$ cat src/rail_defs.svh
`ifndef RAIL_DEFS_SVH
`define RAIL_DEFS_SVH

// ==========================================================
// register offsets
`define RAIL_ENABLE_OFS 8'h16
`define LOCKOUT_THRESHOLD_OFS 8'h18
`define SEQUENCE_SLOTS_FIRST_OFS 8'h19
`define SEQUENCE_SLOTS_SECOND_OFS 8'h1A

// ==========================================================
// field positions
`define SWITCH_ONE_ON_BIT 6
`define SWITCH_TWO_ON_BIT 5
`define BUCK_ONE_ON_BIT 4
`define BUCK_TWO_ON_BIT 3
`define BUCK_THREE_ON_BIT 2
`define LINREG_ONE_ON_BIT 1
`define LINREG_TWO_ON_BIT 0
`define SLOT_HI_LSB 4
`define SLOT_LO_LSB 0

// ==========================================================
// reset values
`define RAIL_ENABLE_RST 7'h00
`define LOCKOUT_THRESHOLD_RST 3'h3
`define BUCK_ONE_SLOT_RST 3'h1
`define BUCK_TWO_SLOT_RST_FIRST 3'h2
`define BUCK_TWO_SLOT_RST_OTHER 3'h5
`define BUCK_THREE_SLOT_RST_FIRST 3'h3
`define BUCK_THREE_SLOT_RST_OTHER 3'h5
`define LINREG_ONE_SLOT_RST_FIRST 4'hB
`define LINREG_ONE_SLOT_RST_OTHER 4'hF

// ==========================================================
// linear regulator one slot codes
`define LINREG_SLOT_LAST_PLAIN 4'h7
`define LINREG_SLOT_FOURTEEN 4'hE
`define LINREG_SLOT_WITH_SYSTEM 4'hF
`define SLOT_LAST 4'hF

// ==========================================================
// timing
`define CLK_PERIOD_NS 5
`define SLOT_TIME_NS 1000
`define SLOT_CYCLES (`SLOT_TIME_NS / `CLK_PERIOD_NS)

`endif

$ cat src/rail_pkg.sv
package rail_pkg;

  // ==========================================================
  // register port request
  typedef struct packed {
    logic wr;
    logic rd;
    logic [7:0] addr;
    logic [7:0] wdata;
  } reg_req_t;

  // ==========================================================
  // rail switch outputs
  typedef struct packed {
    logic switch_one;
    logic switch_two;
    logic buck_one;
    logic buck_two;
    logic buck_three;
    logic linreg_one;
    logic linreg_two;
    logic system_power_rail;
  } rail_on_t;

  // ==========================================================
  // stepper states, gray along idle -> step -> done
  typedef enum logic [1:0] {
    ST_IDLE = 2'b00,
    ST_STEP = 2'b01,
    ST_DONE = 2'b11
  } step_state_t;

endpackage : rail_pkg

$ cat src/slot_stepper.sv
`include "rail_defs.svh"

module slot_stepper (
  // clock and reset
  input wire logic core_clk_i,
  input wire logic rstn_i,
  // power request
  input wire logic power_request_pin_i,
  // current slot
  output logic [3:0] slot_o
);

  rail_pkg::step_state_t state_q;
  logic [3:0] slot_q;
  logic [7:0] tick_q;
  localparam logic [7:0] TICK_LAST = 8'((`SLOT_CYCLES) - 1);

  // ==========================================================
  // slots step upward while the request is high
  always_ff @(posedge core_clk_i) begin
    if (!rstn_i || !power_request_pin_i) begin
      state_q <= rail_pkg::ST_IDLE;
      slot_q <= 4'h0;
      tick_q <= 8'h00;
    end else begin
      case (state_q)
        rail_pkg::ST_IDLE: begin
          state_q <= rail_pkg::ST_STEP;
          slot_q <= 4'h1;
          tick_q <= 8'h00;
        end
        rail_pkg::ST_STEP: begin
          if (tick_q == TICK_LAST) begin
            tick_q <= 8'h00;
            if (slot_q == `SLOT_LAST) begin
              state_q <= rail_pkg::ST_DONE;
            end else begin
              slot_q <= slot_q + 4'h1;
            end
          end else begin
            tick_q <= tick_q + 8'h01;
          end
        end
        rail_pkg::ST_DONE: begin
          state_q <= rail_pkg::ST_DONE;
        end
        default: begin
          state_q <= rail_pkg::ST_IDLE;
        end
      endcase
    end
  end

  assign slot_o = slot_q;
endmodule : slot_stepper

$ cat src/rail_enable_sequencer_regs.sv
`include "rail_defs.svh"

module rail_enable_sequencer_regs #(
  parameter bit FIRST_VARIANT = 1'b0
) (
  // clock and reset
  input wire logic core_clk_i,
  input wire logic rstn_i,
  // register port
  input wire rail_pkg::reg_req_t reg_req_i,
  input wire logic write_unlocked_i,
  output logic [7:0] reg_rdata_o,
  // pins and rails
  input wire logic power_request_pin_i,
  output rail_pkg::rail_on_t rail_on_o,
  output logic [1:0] lockout_threshold_sel_o
);

  logic [6:0] rail_enable_q;
  logic [2:0] lockout_threshold_q;
  logic [2:0] buck_one_slot_q;
  logic [2:0] buck_two_slot_q;
  logic [2:0] buck_three_slot_q;
  logic [3:0] linreg_one_slot_q;
  logic [7:0] reg_rdata_q;
  rail_pkg::rail_on_t rail_on_q;
  rail_pkg::rail_on_t rail_on_d;
  logic [1:0] lockout_sel_q;
  logic [3:0] slot;
  logic wr_ok;
  logic seq_buck_one;
  logic seq_buck_two;
  logic seq_buck_three;
  logic seq_linreg_one;
  logic linreg_in_seq;

  // ==========================================================
  // slot stepper
  slot_stepper u_stepper (
    .core_clk_i(core_clk_i),
    .rstn_i(rstn_i),
    .power_request_pin_i(power_request_pin_i),
    .slot_o(slot)
  );

  assign wr_ok = reg_req_i.wr && write_unlocked_i;

  // ==========================================================
  // rail enable register
  always_ff @(posedge core_clk_i) begin
    if (!rstn_i) begin
      rail_enable_q <= `RAIL_ENABLE_RST;
    end else if (wr_ok && reg_req_i.addr == `RAIL_ENABLE_OFS) begin
      rail_enable_q <= reg_req_i.wdata[6:0];
    end
  end

  // ==========================================================
  // lockout threshold register
  always_ff @(posedge core_clk_i) begin
    if (!rstn_i) begin
      lockout_threshold_q <= `LOCKOUT_THRESHOLD_RST;
    end else if (wr_ok && reg_req_i.addr == `LOCKOUT_THRESHOLD_OFS) begin
      lockout_threshold_q <= reg_req_i.wdata[2:0];
    end
  end

  // ==========================================================
  // sequencer slot registers
  always_ff @(posedge core_clk_i) begin
    if (!rstn_i) begin
      buck_one_slot_q <= `BUCK_ONE_SLOT_RST;
      buck_two_slot_q <= FIRST_VARIANT ? `BUCK_TWO_SLOT_RST_FIRST
                                       : `BUCK_TWO_SLOT_RST_OTHER;
    end else if (wr_ok && reg_req_i.addr == `SEQUENCE_SLOTS_FIRST_OFS) begin
      buck_one_slot_q <= reg_req_i.wdata[`SLOT_HI_LSB +: 3];
      buck_two_slot_q <= reg_req_i.wdata[`SLOT_LO_LSB +: 3];
    end
  end

  always_ff @(posedge core_clk_i) begin
    if (!rstn_i) begin
      buck_three_slot_q <= FIRST_VARIANT ? `BUCK_THREE_SLOT_RST_FIRST
                                         : `BUCK_THREE_SLOT_RST_OTHER;
      linreg_one_slot_q <= FIRST_VARIANT ? `LINREG_ONE_SLOT_RST_FIRST
                                         : `LINREG_ONE_SLOT_RST_OTHER;
    end else if (wr_ok && reg_req_i.addr == `SEQUENCE_SLOTS_SECOND_OFS) begin
      buck_three_slot_q <= reg_req_i.wdata[`SLOT_HI_LSB +: 3];
      linreg_one_slot_q <= reg_req_i.wdata[`SLOT_LO_LSB +: 4];
    end
  end

  // ==========================================================
  // read data, unmapped offsets read 0x00
  always_ff @(posedge core_clk_i) begin
    if (!rstn_i) begin
      reg_rdata_q <= 8'h00;
    end else if (reg_req_i.rd) begin
      case (reg_req_i.addr)
        `RAIL_ENABLE_OFS: begin
          reg_rdata_q <= {1'b0, rail_enable_q};
        end
        `LOCKOUT_THRESHOLD_OFS: begin
          reg_rdata_q <= {5'h00, lockout_threshold_q};
        end
        `SEQUENCE_SLOTS_FIRST_OFS: begin
          reg_rdata_q <= {1'b0, buck_one_slot_q, 1'b0,
                          buck_two_slot_q};
        end
        `SEQUENCE_SLOTS_SECOND_OFS: begin
          reg_rdata_q <= {1'b0, buck_three_slot_q,
                          linreg_one_slot_q};
        end
        default: begin
          reg_rdata_q <= 8'h00;
        end
      endcase
    end
  end

  // ==========================================================
  // sequencer slot match, a reached slot keeps its rail on
  assign seq_buck_one = buck_one_slot_q != 3'h0
                        && slot >= {1'b0, buck_one_slot_q};
  assign seq_buck_two = buck_two_slot_q != 3'h0
                        && slot >= {1'b0, buck_two_slot_q};
  assign seq_buck_three = buck_three_slot_q != 3'h0
                          && slot >= {1'b0, buck_three_slot_q};
  assign linreg_in_seq = (linreg_one_slot_q != 4'h0
                          && linreg_one_slot_q <= `LINREG_SLOT_LAST_PLAIN)
                         || linreg_one_slot_q >= `LINREG_SLOT_FOURTEEN;
  assign seq_linreg_one = linreg_in_seq
                          && slot >= linreg_one_slot_q;

  // ==========================================================
  // rail drive
  always_comb begin
    rail_on_d.switch_one = power_request_pin_i
                           && rail_enable_q[`SWITCH_ONE_ON_BIT];
    rail_on_d.switch_two = power_request_pin_i
                           && rail_enable_q[`SWITCH_TWO_ON_BIT];
    rail_on_d.buck_one = power_request_pin_i
                         && (rail_enable_q[`BUCK_ONE_ON_BIT]
                             || seq_buck_one);
    rail_on_d.buck_two = power_request_pin_i
                         && (rail_enable_q[`BUCK_TWO_ON_BIT]
                             || seq_buck_two);
    rail_on_d.buck_three = power_request_pin_i
                           && (rail_enable_q[`BUCK_THREE_ON_BIT]
                               || seq_buck_three);
    rail_on_d.linreg_one = rail_enable_q[`LINREG_ONE_ON_BIT]
                           || seq_linreg_one;
    rail_on_d.linreg_two = rail_enable_q[`LINREG_TWO_ON_BIT];
    rail_on_d.system_power_rail =
      linreg_one_slot_q == `LINREG_SLOT_WITH_SYSTEM
      && slot == `SLOT_LAST;
  end

  always_ff @(posedge core_clk_i) begin
    if (!rstn_i) begin
      rail_on_q <= '0;
      lockout_sel_q <= 2'(`LOCKOUT_THRESHOLD_RST);
    end else begin
      rail_on_q <= rail_on_d;
      lockout_sel_q <= lockout_threshold_q[1:0];
    end
  end

  assign rail_on_o = rail_on_q;
  assign reg_rdata_o = reg_rdata_q;
  assign lockout_threshold_sel_o = lockout_sel_q;
endmodule : rail_enable_sequencer_regs

$ cat config.mk
export PLATFORM = sky130hd
export DESIGN_NAME = rail_enable_sequencer_regs
export DESIGN_NICKNAME = d
export VERILOG_FILES = /design/src/rail_pkg.sv /design/src/slot_stepper.sv /design/src/rail_enable_sequencer_regs.sv
export VERILOG_INCLUDE_DIRS = /design/src /design/src/src
export SDC_FILE = /design/constraint.sdc
export NUM_CORES = 1
export LEC_CHECK = 0
export ABC_AREA = 1
export BUFFER_PORTS_ARGS = -buffer_cell sky130_fd_sc_hd__buf_2
export CAP_MARGIN = 20
export CORE_MARGIN = 5
export CORE_UTILIZATION = 40
export CTS_CLUSTER_DIAMETER = 40
export DETAILED_ROUTE_END_ITERATION = 10
export GPL_TIMING_DRIVEN = 0
export SETUP_SLACK_MARGIN = 0.15
export SLEW_MARGIN = 25
export SYNTH_ARGS = -nofsm -noshare
export SYNTH_HDL_FRONTEND = slang
export SYNTH_SLANG_ARGS = --single-unit
$ cat constraint.sdc
create_clock -name core_clk_i -period 2.6 [get_ports core_clk_i]
set_input_delay 0.39 -clock core_clk_i [delete_from_list [all_inputs] [get_ports core_clk_i]]
set_output_delay 0.39 -clock core_clk_i [all_outputs]
set_load 0.05 [all_outputs]
==> results.json, run 1 <==
{
  "die_h_um": 91.74,
  "synth_simple_gate_area_share": 0.2781,
  "final_antenna_net_count": 0,
  "fin_area_um2": 3062,
  "rsz0062_at_grt": "false",
  "antennaDiodeCount": 0,
  "slew_viol_final": 0,
  "post_dp_cell_area_um2": 2949,
  "cts_max_path_buffers": 2,
  "period_minus_slack_ns": 1.579,
  "post_cts_resize_count": 0,
  "die-area_um2": 8416,
  "finalHoldViolations": 0,
  "grt_first_pass_wirelength_um": 11160,
  "synth_compound_area_frac": 0.1536,
  "fin_worst_skew_ns": 0.003864,
  "synth_top_family_by_area": "simple AND/OR/NAND/NOR gates",
  "clock_latency_ns": 0.30,
  "initial_utilization": 0.4161,
  "fill_cells": 654,
  "yosysWarningCount": 0,
  "worstSetupEndpointType": "flop",
  "period_share": 0.6074,
  "via_per_inst": 5.002,
  "synthesis.area_um2": 2673,
  "core_um2": 6422,
  "ys_types": 35,
  "maxCapViolCount": 0,
  "first_iter_violations": 121,
  "fin_tns_setup_ns": 0,
  "outcome": "finished, final reports clean",
  "clk_pin_slew_ns": 0.09,
  "drcViolationCount": 0,
  "synthXorXnorAreaFrac": 0,
  "drt_wl_total_um": 6294,
  "worstPathRequired_ns": 2.80,
  "hold_class": "in2reg",
  "numClockSinks": 54,
  "port_buffers": 36,
  "grt_overflow_total": 0,
  "synthAdderAreaFrac": 0.07022,
  "cts_buffers": 5,
  "power.density_nw_per_um2": 496.7,
  "cts_tree": "done",
  "layout_common_cells": "nand2_1 (66), dfxtp_1 (54), inv_1 (44)",
  "arrival_ns": 1.78,
  "place.gp.congestion": 0.8031,
  "relSlewSlack": 0.6315,
  "grt_start_max_net_pins": 16,
  "vdd_ir_drop_max_uv": 213.4,
  "muxShareOfSynthArea": 0,
  "syn_avg_cell_area_um2": 7.403,
  "netlist_instances": 361,
  "rr_worst_depth": 10,
  "firstDrtPassIters": 4,
  "final_nets": 441,
  "num_rows": 29,
  "max_freq_ghz": 0.6332,
  "layout_commonest_cell": "nand2_1",
  "grt_pass1_vias": 2326,
  "grt_usage": 0.1604,
  "root_buffer": "clkbuf_8",
  "holdWs_ns": 0.3389,
  "cts_max_level": 2,
  "ys_seq_area_frac": 0.4045,
  "drive_gt1_frac": 0.1807,
  "crit_type": "reg2reg",
  "post_cts_buffers": 0,
  "route.detailed.wl_per_inst_um": 13.09,
  "numPlacedInstances": 474,
  "crit_path_start_kind": "flop",
  "leakage_uw": 0.001422,
  "cts_hold_buf": 0,
  "whs_path_depth": 3,
  "syn2layout_area_growth_pct": 14.56,
  "dp_hpwl_um": 4827,
  "layout.cells.non_filler": 481,
  "vias": 2406,
  "setup-violations-final": 0,
  "antenna_found_initial": 0,
  "ios": 40,
  "crit_fanout": 8,
  "synthesis.nets": 398,
  "synth_seq_cells": 54,
  "die_width_um": 91.74,
  "tightest_slew_ns": 0.5527
}
worst max-delay path: stages (launching register included):
cell	delay, ns
dfxtp_1	0.52
ha_1	0.24
nand2_1	0.06
inv_1	0.08
nand2_1	0.08
nand2_1	0.08
inv_1	0.05
nand2_2	0.08
nand2_2	0.08
o21ai_0	0.16
a21oi_1	0.05
cells by family (layout without fill, tap and decap cells):
logic type,count (synthesis),count (layout)
AND/OR/NAND/NOR,154,154
AO/OA/AOI/OAI,78,78
buffers and inverters,59,102
flip-flops,54,54
adder cells (fa/ha/maj),15,15
other,1,1
sequential cells by signal, summed over array words and instances, names as in the netlist, 4 cells and up:
name and count:
u_stepper.slot_o 4, rail_on_o 8, linreg_one_slot_q 4, reg_rdata_o 7, u_stepper.tick_q 8, rail_enable_q 7
per-stage QoR:
stage / utilization / setup slack (ns) / total power [µW]
floorplan: - / 1.277 / 926.5
global placement: 0.4592 / 0.9988 / 968.7
detailed placement: 0.4592 / 1.023 / 970.0
CTS: 0.4767 / 0.9938 / 1547
global route: 0.4767 / 0.7590 / 1592
finish: 0.4767 / 1.021 / 1521
final cells by class:
class | count | area [µm²] | share of cell area
inverters | 50 | 187.7 | 0.06130
multi-input cells | 248 | 1345 | 0.4393
plain buffers | 9 | 58.81 | 0.01921
flip-flops and latches | 54 | 1081 | 0.3531
well taps | 77 | 96.34 | 0.03147
clock buffers | 6 | 82.58 | 0.02697
repair buffers | 36 | 180.2 | 0.05885
clock inverters | 1 | 30.03 | 0.009808
path summary, 6_finish.rpt:
path                                           from                    to  slack, ns
worst min register to register     rail_enable_q[0]          rail_on_o[1]       0.45
worst max register to register  u_stepper.slot_o[1]   u_stepper.slot_o[3]       1.02
worst min-delay path                   reg_req_i[4]  buck_three_slot_q[0]       0.34
worst max-delay path            u_stepper.slot_o[1]   u_stepper.slot_o[3]       1.02
synth_stat cells:
library cell / number / area share
nand2_4: 1 / 0.0042
nor2_4: 5 / 0.021
o211ai_1: 1 / 0.0028
nand2_2: 6 / 0.014
inv_2: 5 / 0.0070
or2_2: 2 / 0.0047
o21ai_2: 1 / 0.0033
buf_6: 2 / 0.0084
o31ai_1: 1 / 0.0028
dfxtp_1: 54 / 0.40
clkbuf_1: 2 / 0.0028
nand3_2: 1 / 0.0037
ha_1: 15 / 0.070
o21ai_1: 6 / 0.011
nand3b_1: 1 / 0.0028
a31o_2: 1 / 0.0033
inv_1: 44 / 0.062
a211oi_1: 1 / 0.0028
conb_1: 1 / 0.0014
a31oi_1: 2 / 0.0047
nor2_8: 1 / 0.0075
nand2_1: 66 / 0.093
nor2_2: 1 / 0.0023
nand3_1: 42 / 0.079
buf_1: 1 / 0.0014
nor4_1: 1 / 0.0023
buf_2: 2 / 0.0037
nor3_1: 3 / 0.0056
o21bai_1: 1 / 0.0028
nor2_1: 19 / 0.027
a21oi_1: 42 / 0.079
nand4_1: 5 / 0.012
o21ai_0: 22 / 0.041
buf_4: 2 / 0.0056
clkinv_1: 1 / 0.0014
report_power, final:
group          switching (µW)  internal [µW]  total (µW)
sequential               3.87            831         835
combinational            78.2           36.5         115
clock                     263            308         571
total                     345           1180        1520
layer usage:
| metal | part of all wire | track usage |
|---|---|---|
| met4 | 0.0078 | 0.03342 |
| met3 | 0.053 | 0.03191 |
| met1 | 0.46 | 0.2175 |
| met2 | 0.47 | 0.2654 |
| met5 | 0 | 0 |
Note: power is estimated with default switching activity, not from simulation.
==> run 2, diff against run 1 <==
- ABC_AREA: 1 -> 0
- clock period: 2.6 -> 1.3 ns (I/O delays scaled with it)
==> run 2 against run 1 <==
The flow now finishes with violations (setup timing). Highest routed layer unchanged. Via count down 2.0%. Clock skew up 0.0061 ns. Combinational power rose to 2.5 times the previous value. Die area fell by 0.25%.
==> results.json, run 2 <==
{
  "grt_first_pass_wirelength_um": 11500,
  "fill_cells": 576,
  "port_buffers": 36,
  "maxCapViolCount": 0,
  "relSlewSlack": 0.6299,
  "place.gp.congestion": 0.7810,
  "cts_max_path_buffers": 2,
  "seqPwrFrac": 0.558,
  "vdd_ir_drop_max_uv": 660.8,
  "tightest_slew_ns": 0.5551,
  "ios": 40,
  "async_reset_ff_frac": 0,
  "grt_pass1_vias": 2281,
  "syn2layout_area_growth_pct": 36.15,
  "slew_viol_final": 0,
  "via_per_inst": 5.588,
  "layout_common_cells": "dfxtp_1 (38), buf_2 (29), nand2_1 (21), mux2i_1 (21), buf_4 (17)",
  "worstPathRequired_ns": 1.50,
  "slowest_stage": "dfxtp_4",
  "crit_path_start_kind": "flop",
  "syn_avg_cell_area_um2": 9.552,
  "initial_utilization": 0.4150,
  "core_um2": 6422,
  "power.internal_uw": 2216,
  "drcViolationCount": 0,
  "synth-edff-count": 0,
  "antennaDiodeCount": 0,
  "finalHoldViolations": 0,
  "period_minus_slack_ns": 1.536,
  "ys_top_cells_by_area": "dfxtp_1 (41%), mux2i_1 (7.9%), ha_1 (7.0%)",
  "fin_ws_ns": -0.2361,
  "first_iter_violations": 144,
  "drt_wl_total_um": 6895,
  "outcome": "finished, violations left",
  "clockPowerShare": 0.345,
  "synth_top_area_share": 0.4056,
  "cts_hold_buf": 0,
  "antenna_found_initial": 0,
  "crit_fanout": 4,
  "crit_type": "reg2reg",
  "cts_buffers": 5,
  "holdWs_ns": 0.1157,
  "max_freq_ghz": 0.6510,
  "synth_largest_area_cell": "dfxtp_1",
  "netlist_instances": 279,
  "hold_class": "in2reg",
  "synth_seq_cells": 54,
  "route.detailed.wl_per_inst_um": 16.34,
  "die_width_um": 91.63,
  "clk_pin_slew_ns": 0.10,
  "synthesis.area_um2": 2665,
  "ys_seq_area_frac": 0.4056,
  "cts_max_level": 2,
  "layout_commonest_cell": "dfxtp_1",
  "critical_path.cell_chain": "inv_6 -> ha_4 -> nand2b_4 -> a21o_1 -> a2111oi_4 -> nor3_2",
  "p_sw_frac": 0.2563,
  "num_rows": 29,
  "final_nets": 381,
  "vias": 2358,
  "synthMostInstantiatedCell": "dfxtp_1",
  "die_h_um": 91.63,
  "violations": "setup timing",
  "leakage_uw": 0.001578,
  "yosysWarningCount": 0,
  "gr-usage-met3": 0.02946,
  "top_usage_layer": "met2",
  "final_antenna_net_count": 0,
  "power.switching_uw": 764.0,
  "synth_top_cells_by_count": "dfxtp_1 (54), mux2i_1 (21), nand2_1 (21)",
  "die-area_um2": 8395,
  "grt_usage": 0.1679,
  "drive_gt1_frac": 0.3855,
  "ys_types": 49,
  "arrival_ns": 1.74,
  "rsz0062_at_grt": "true",
  "fin_worst_skew_ns": 0.009980,
  "root_buffer": "clkbuf_8",
  "numClockSinks": 54,
  "cts_tree": "done",
  "dp_hpwl_um": 4672,
  "worstSetupEndpointType": "flop",
  "grt_start_max_net_pins": 18,
  "synthesis.nets": 316,
  "power.density_nw_per_um2": 821.4,
  "grt_overflow_total": 0,
  "grtUsageMet2": 0.2605,
  "use_met1": 0.2399,
  "clock_latency_ns": 0.31,
  "power_uw": 2980,
  "setup-violations-final": 15,
  "period_share": 1.182,
  "firstDrtPassIters": 4,
  "synth-main-ff-cell": "dfxtp_1",
  "slowest_delay_ns": 0.40,
  "combPwrFrac": 0.098
}
==> run 2: critical path, delay by kind of cell (launching register included) <==
kind	cells	cell delay, ns
compound gates	2	0.56
simple gates	2	0.21
fa+ha+maj	1	0.20
buf+inv	1	0.05
flops	1	0.40
==> run 2: worst paths after layout <==
path / endpoint / slack, ns / startpoint / cells after the start
max reg2reg: rail_on_o[3] / -0.24 / u_stepper.slot_o[0] / 6
min reg2reg: reg_rdata_o[6] / 0.48 / reg_rdata_o[6] / 1
max: rail_on_o[3] / -0.24 / u_stepper.slot_o[0] / 6
min: linreg_one_slot_q[3] / 0.12 / reg_req_i[3] / 3
==> run 2: cells by family after synthesis <==
| kind of cell | count (synthesis) | synth area share |
|---|---|---|
| mux | 21 | 0.07887 |
| simple gates | 102 | 0.2254 |
| xor+xnor | 1 | 0.003287 |
| flops | 54 | 0.4056 |
| fa+ha+maj | 15 | 0.07042 |
| compound gates | 60 | 0.1770 |
| buf+inv | 25 | 0.03803 |
| other cells | 1 | 0.001407 |
==> run 2: through the flow <==
stage / cells / util / setup slack (ns) / setup TNS, ns / cell area [µm²]
after detailed placement: 392 / 0.4779 / -0.4532 / -13.45 / 3069
after global routing: 422 / 0.5650 / -0.2870 / -3.003 / 3628
after CTS: 420 / 0.5342 / -0.2445 / -2.111 / 3431
final: 422 / 0.5650 / -0.2361 / -2.074 / 3628
after floorplan: 279 / - / -0.2145 / -2.166 / 2793
after global placement: 392 / 0.4779 / -0.4398 / -13.54 / 3069
==> run 2: power groups by stage <==
stage | Sequential [µW] | Combinational, µW | Clock [µW]
after global routing | 1660 | 316 | 1120
final | 1660 | 291 | 1030
after global placement | 1710 | 230 | 0
after detailed placement | 1710 | 232 | 0
after floorplan | 1710 | 143 | 0
after CTS | 1660 | 264 | 1060
==> run 2: routing by layer <==
layer / vias to the layer above / share of wire
li1: 1168 / -
met1: 1135 / 0.50
met2: 48 / 0.44
met3: 7 / 0.039
met4: 0 / 0.012
met5: - / 0
==> run 2: cell type report <==
cell class,count,area [µm²],share of cell area
multi-input combinational,200,1794,0.4945
sequential,54,1114,0.3069
timing repair buffer,58,405.4,0.1117
tap,77,96.34,0.02655
clock buffer,6,82.58,0.02276
buffer,13,70.07,0.01931
inverter,12,50.05,0.01379
clock inverter,2,16.27,0.004483
==> run 2: timing repair <==
| action | 4_1_cts | 5_1_grt |
|---|---|---|
| pin swaps | 16 | 21 |
| setup buffers | 19 | 2 |
| gates resized for setup | 29 | 41 |
| endpoints found under the setup margin | 48 | 52 |
| gates cloned | 1 | 0 |
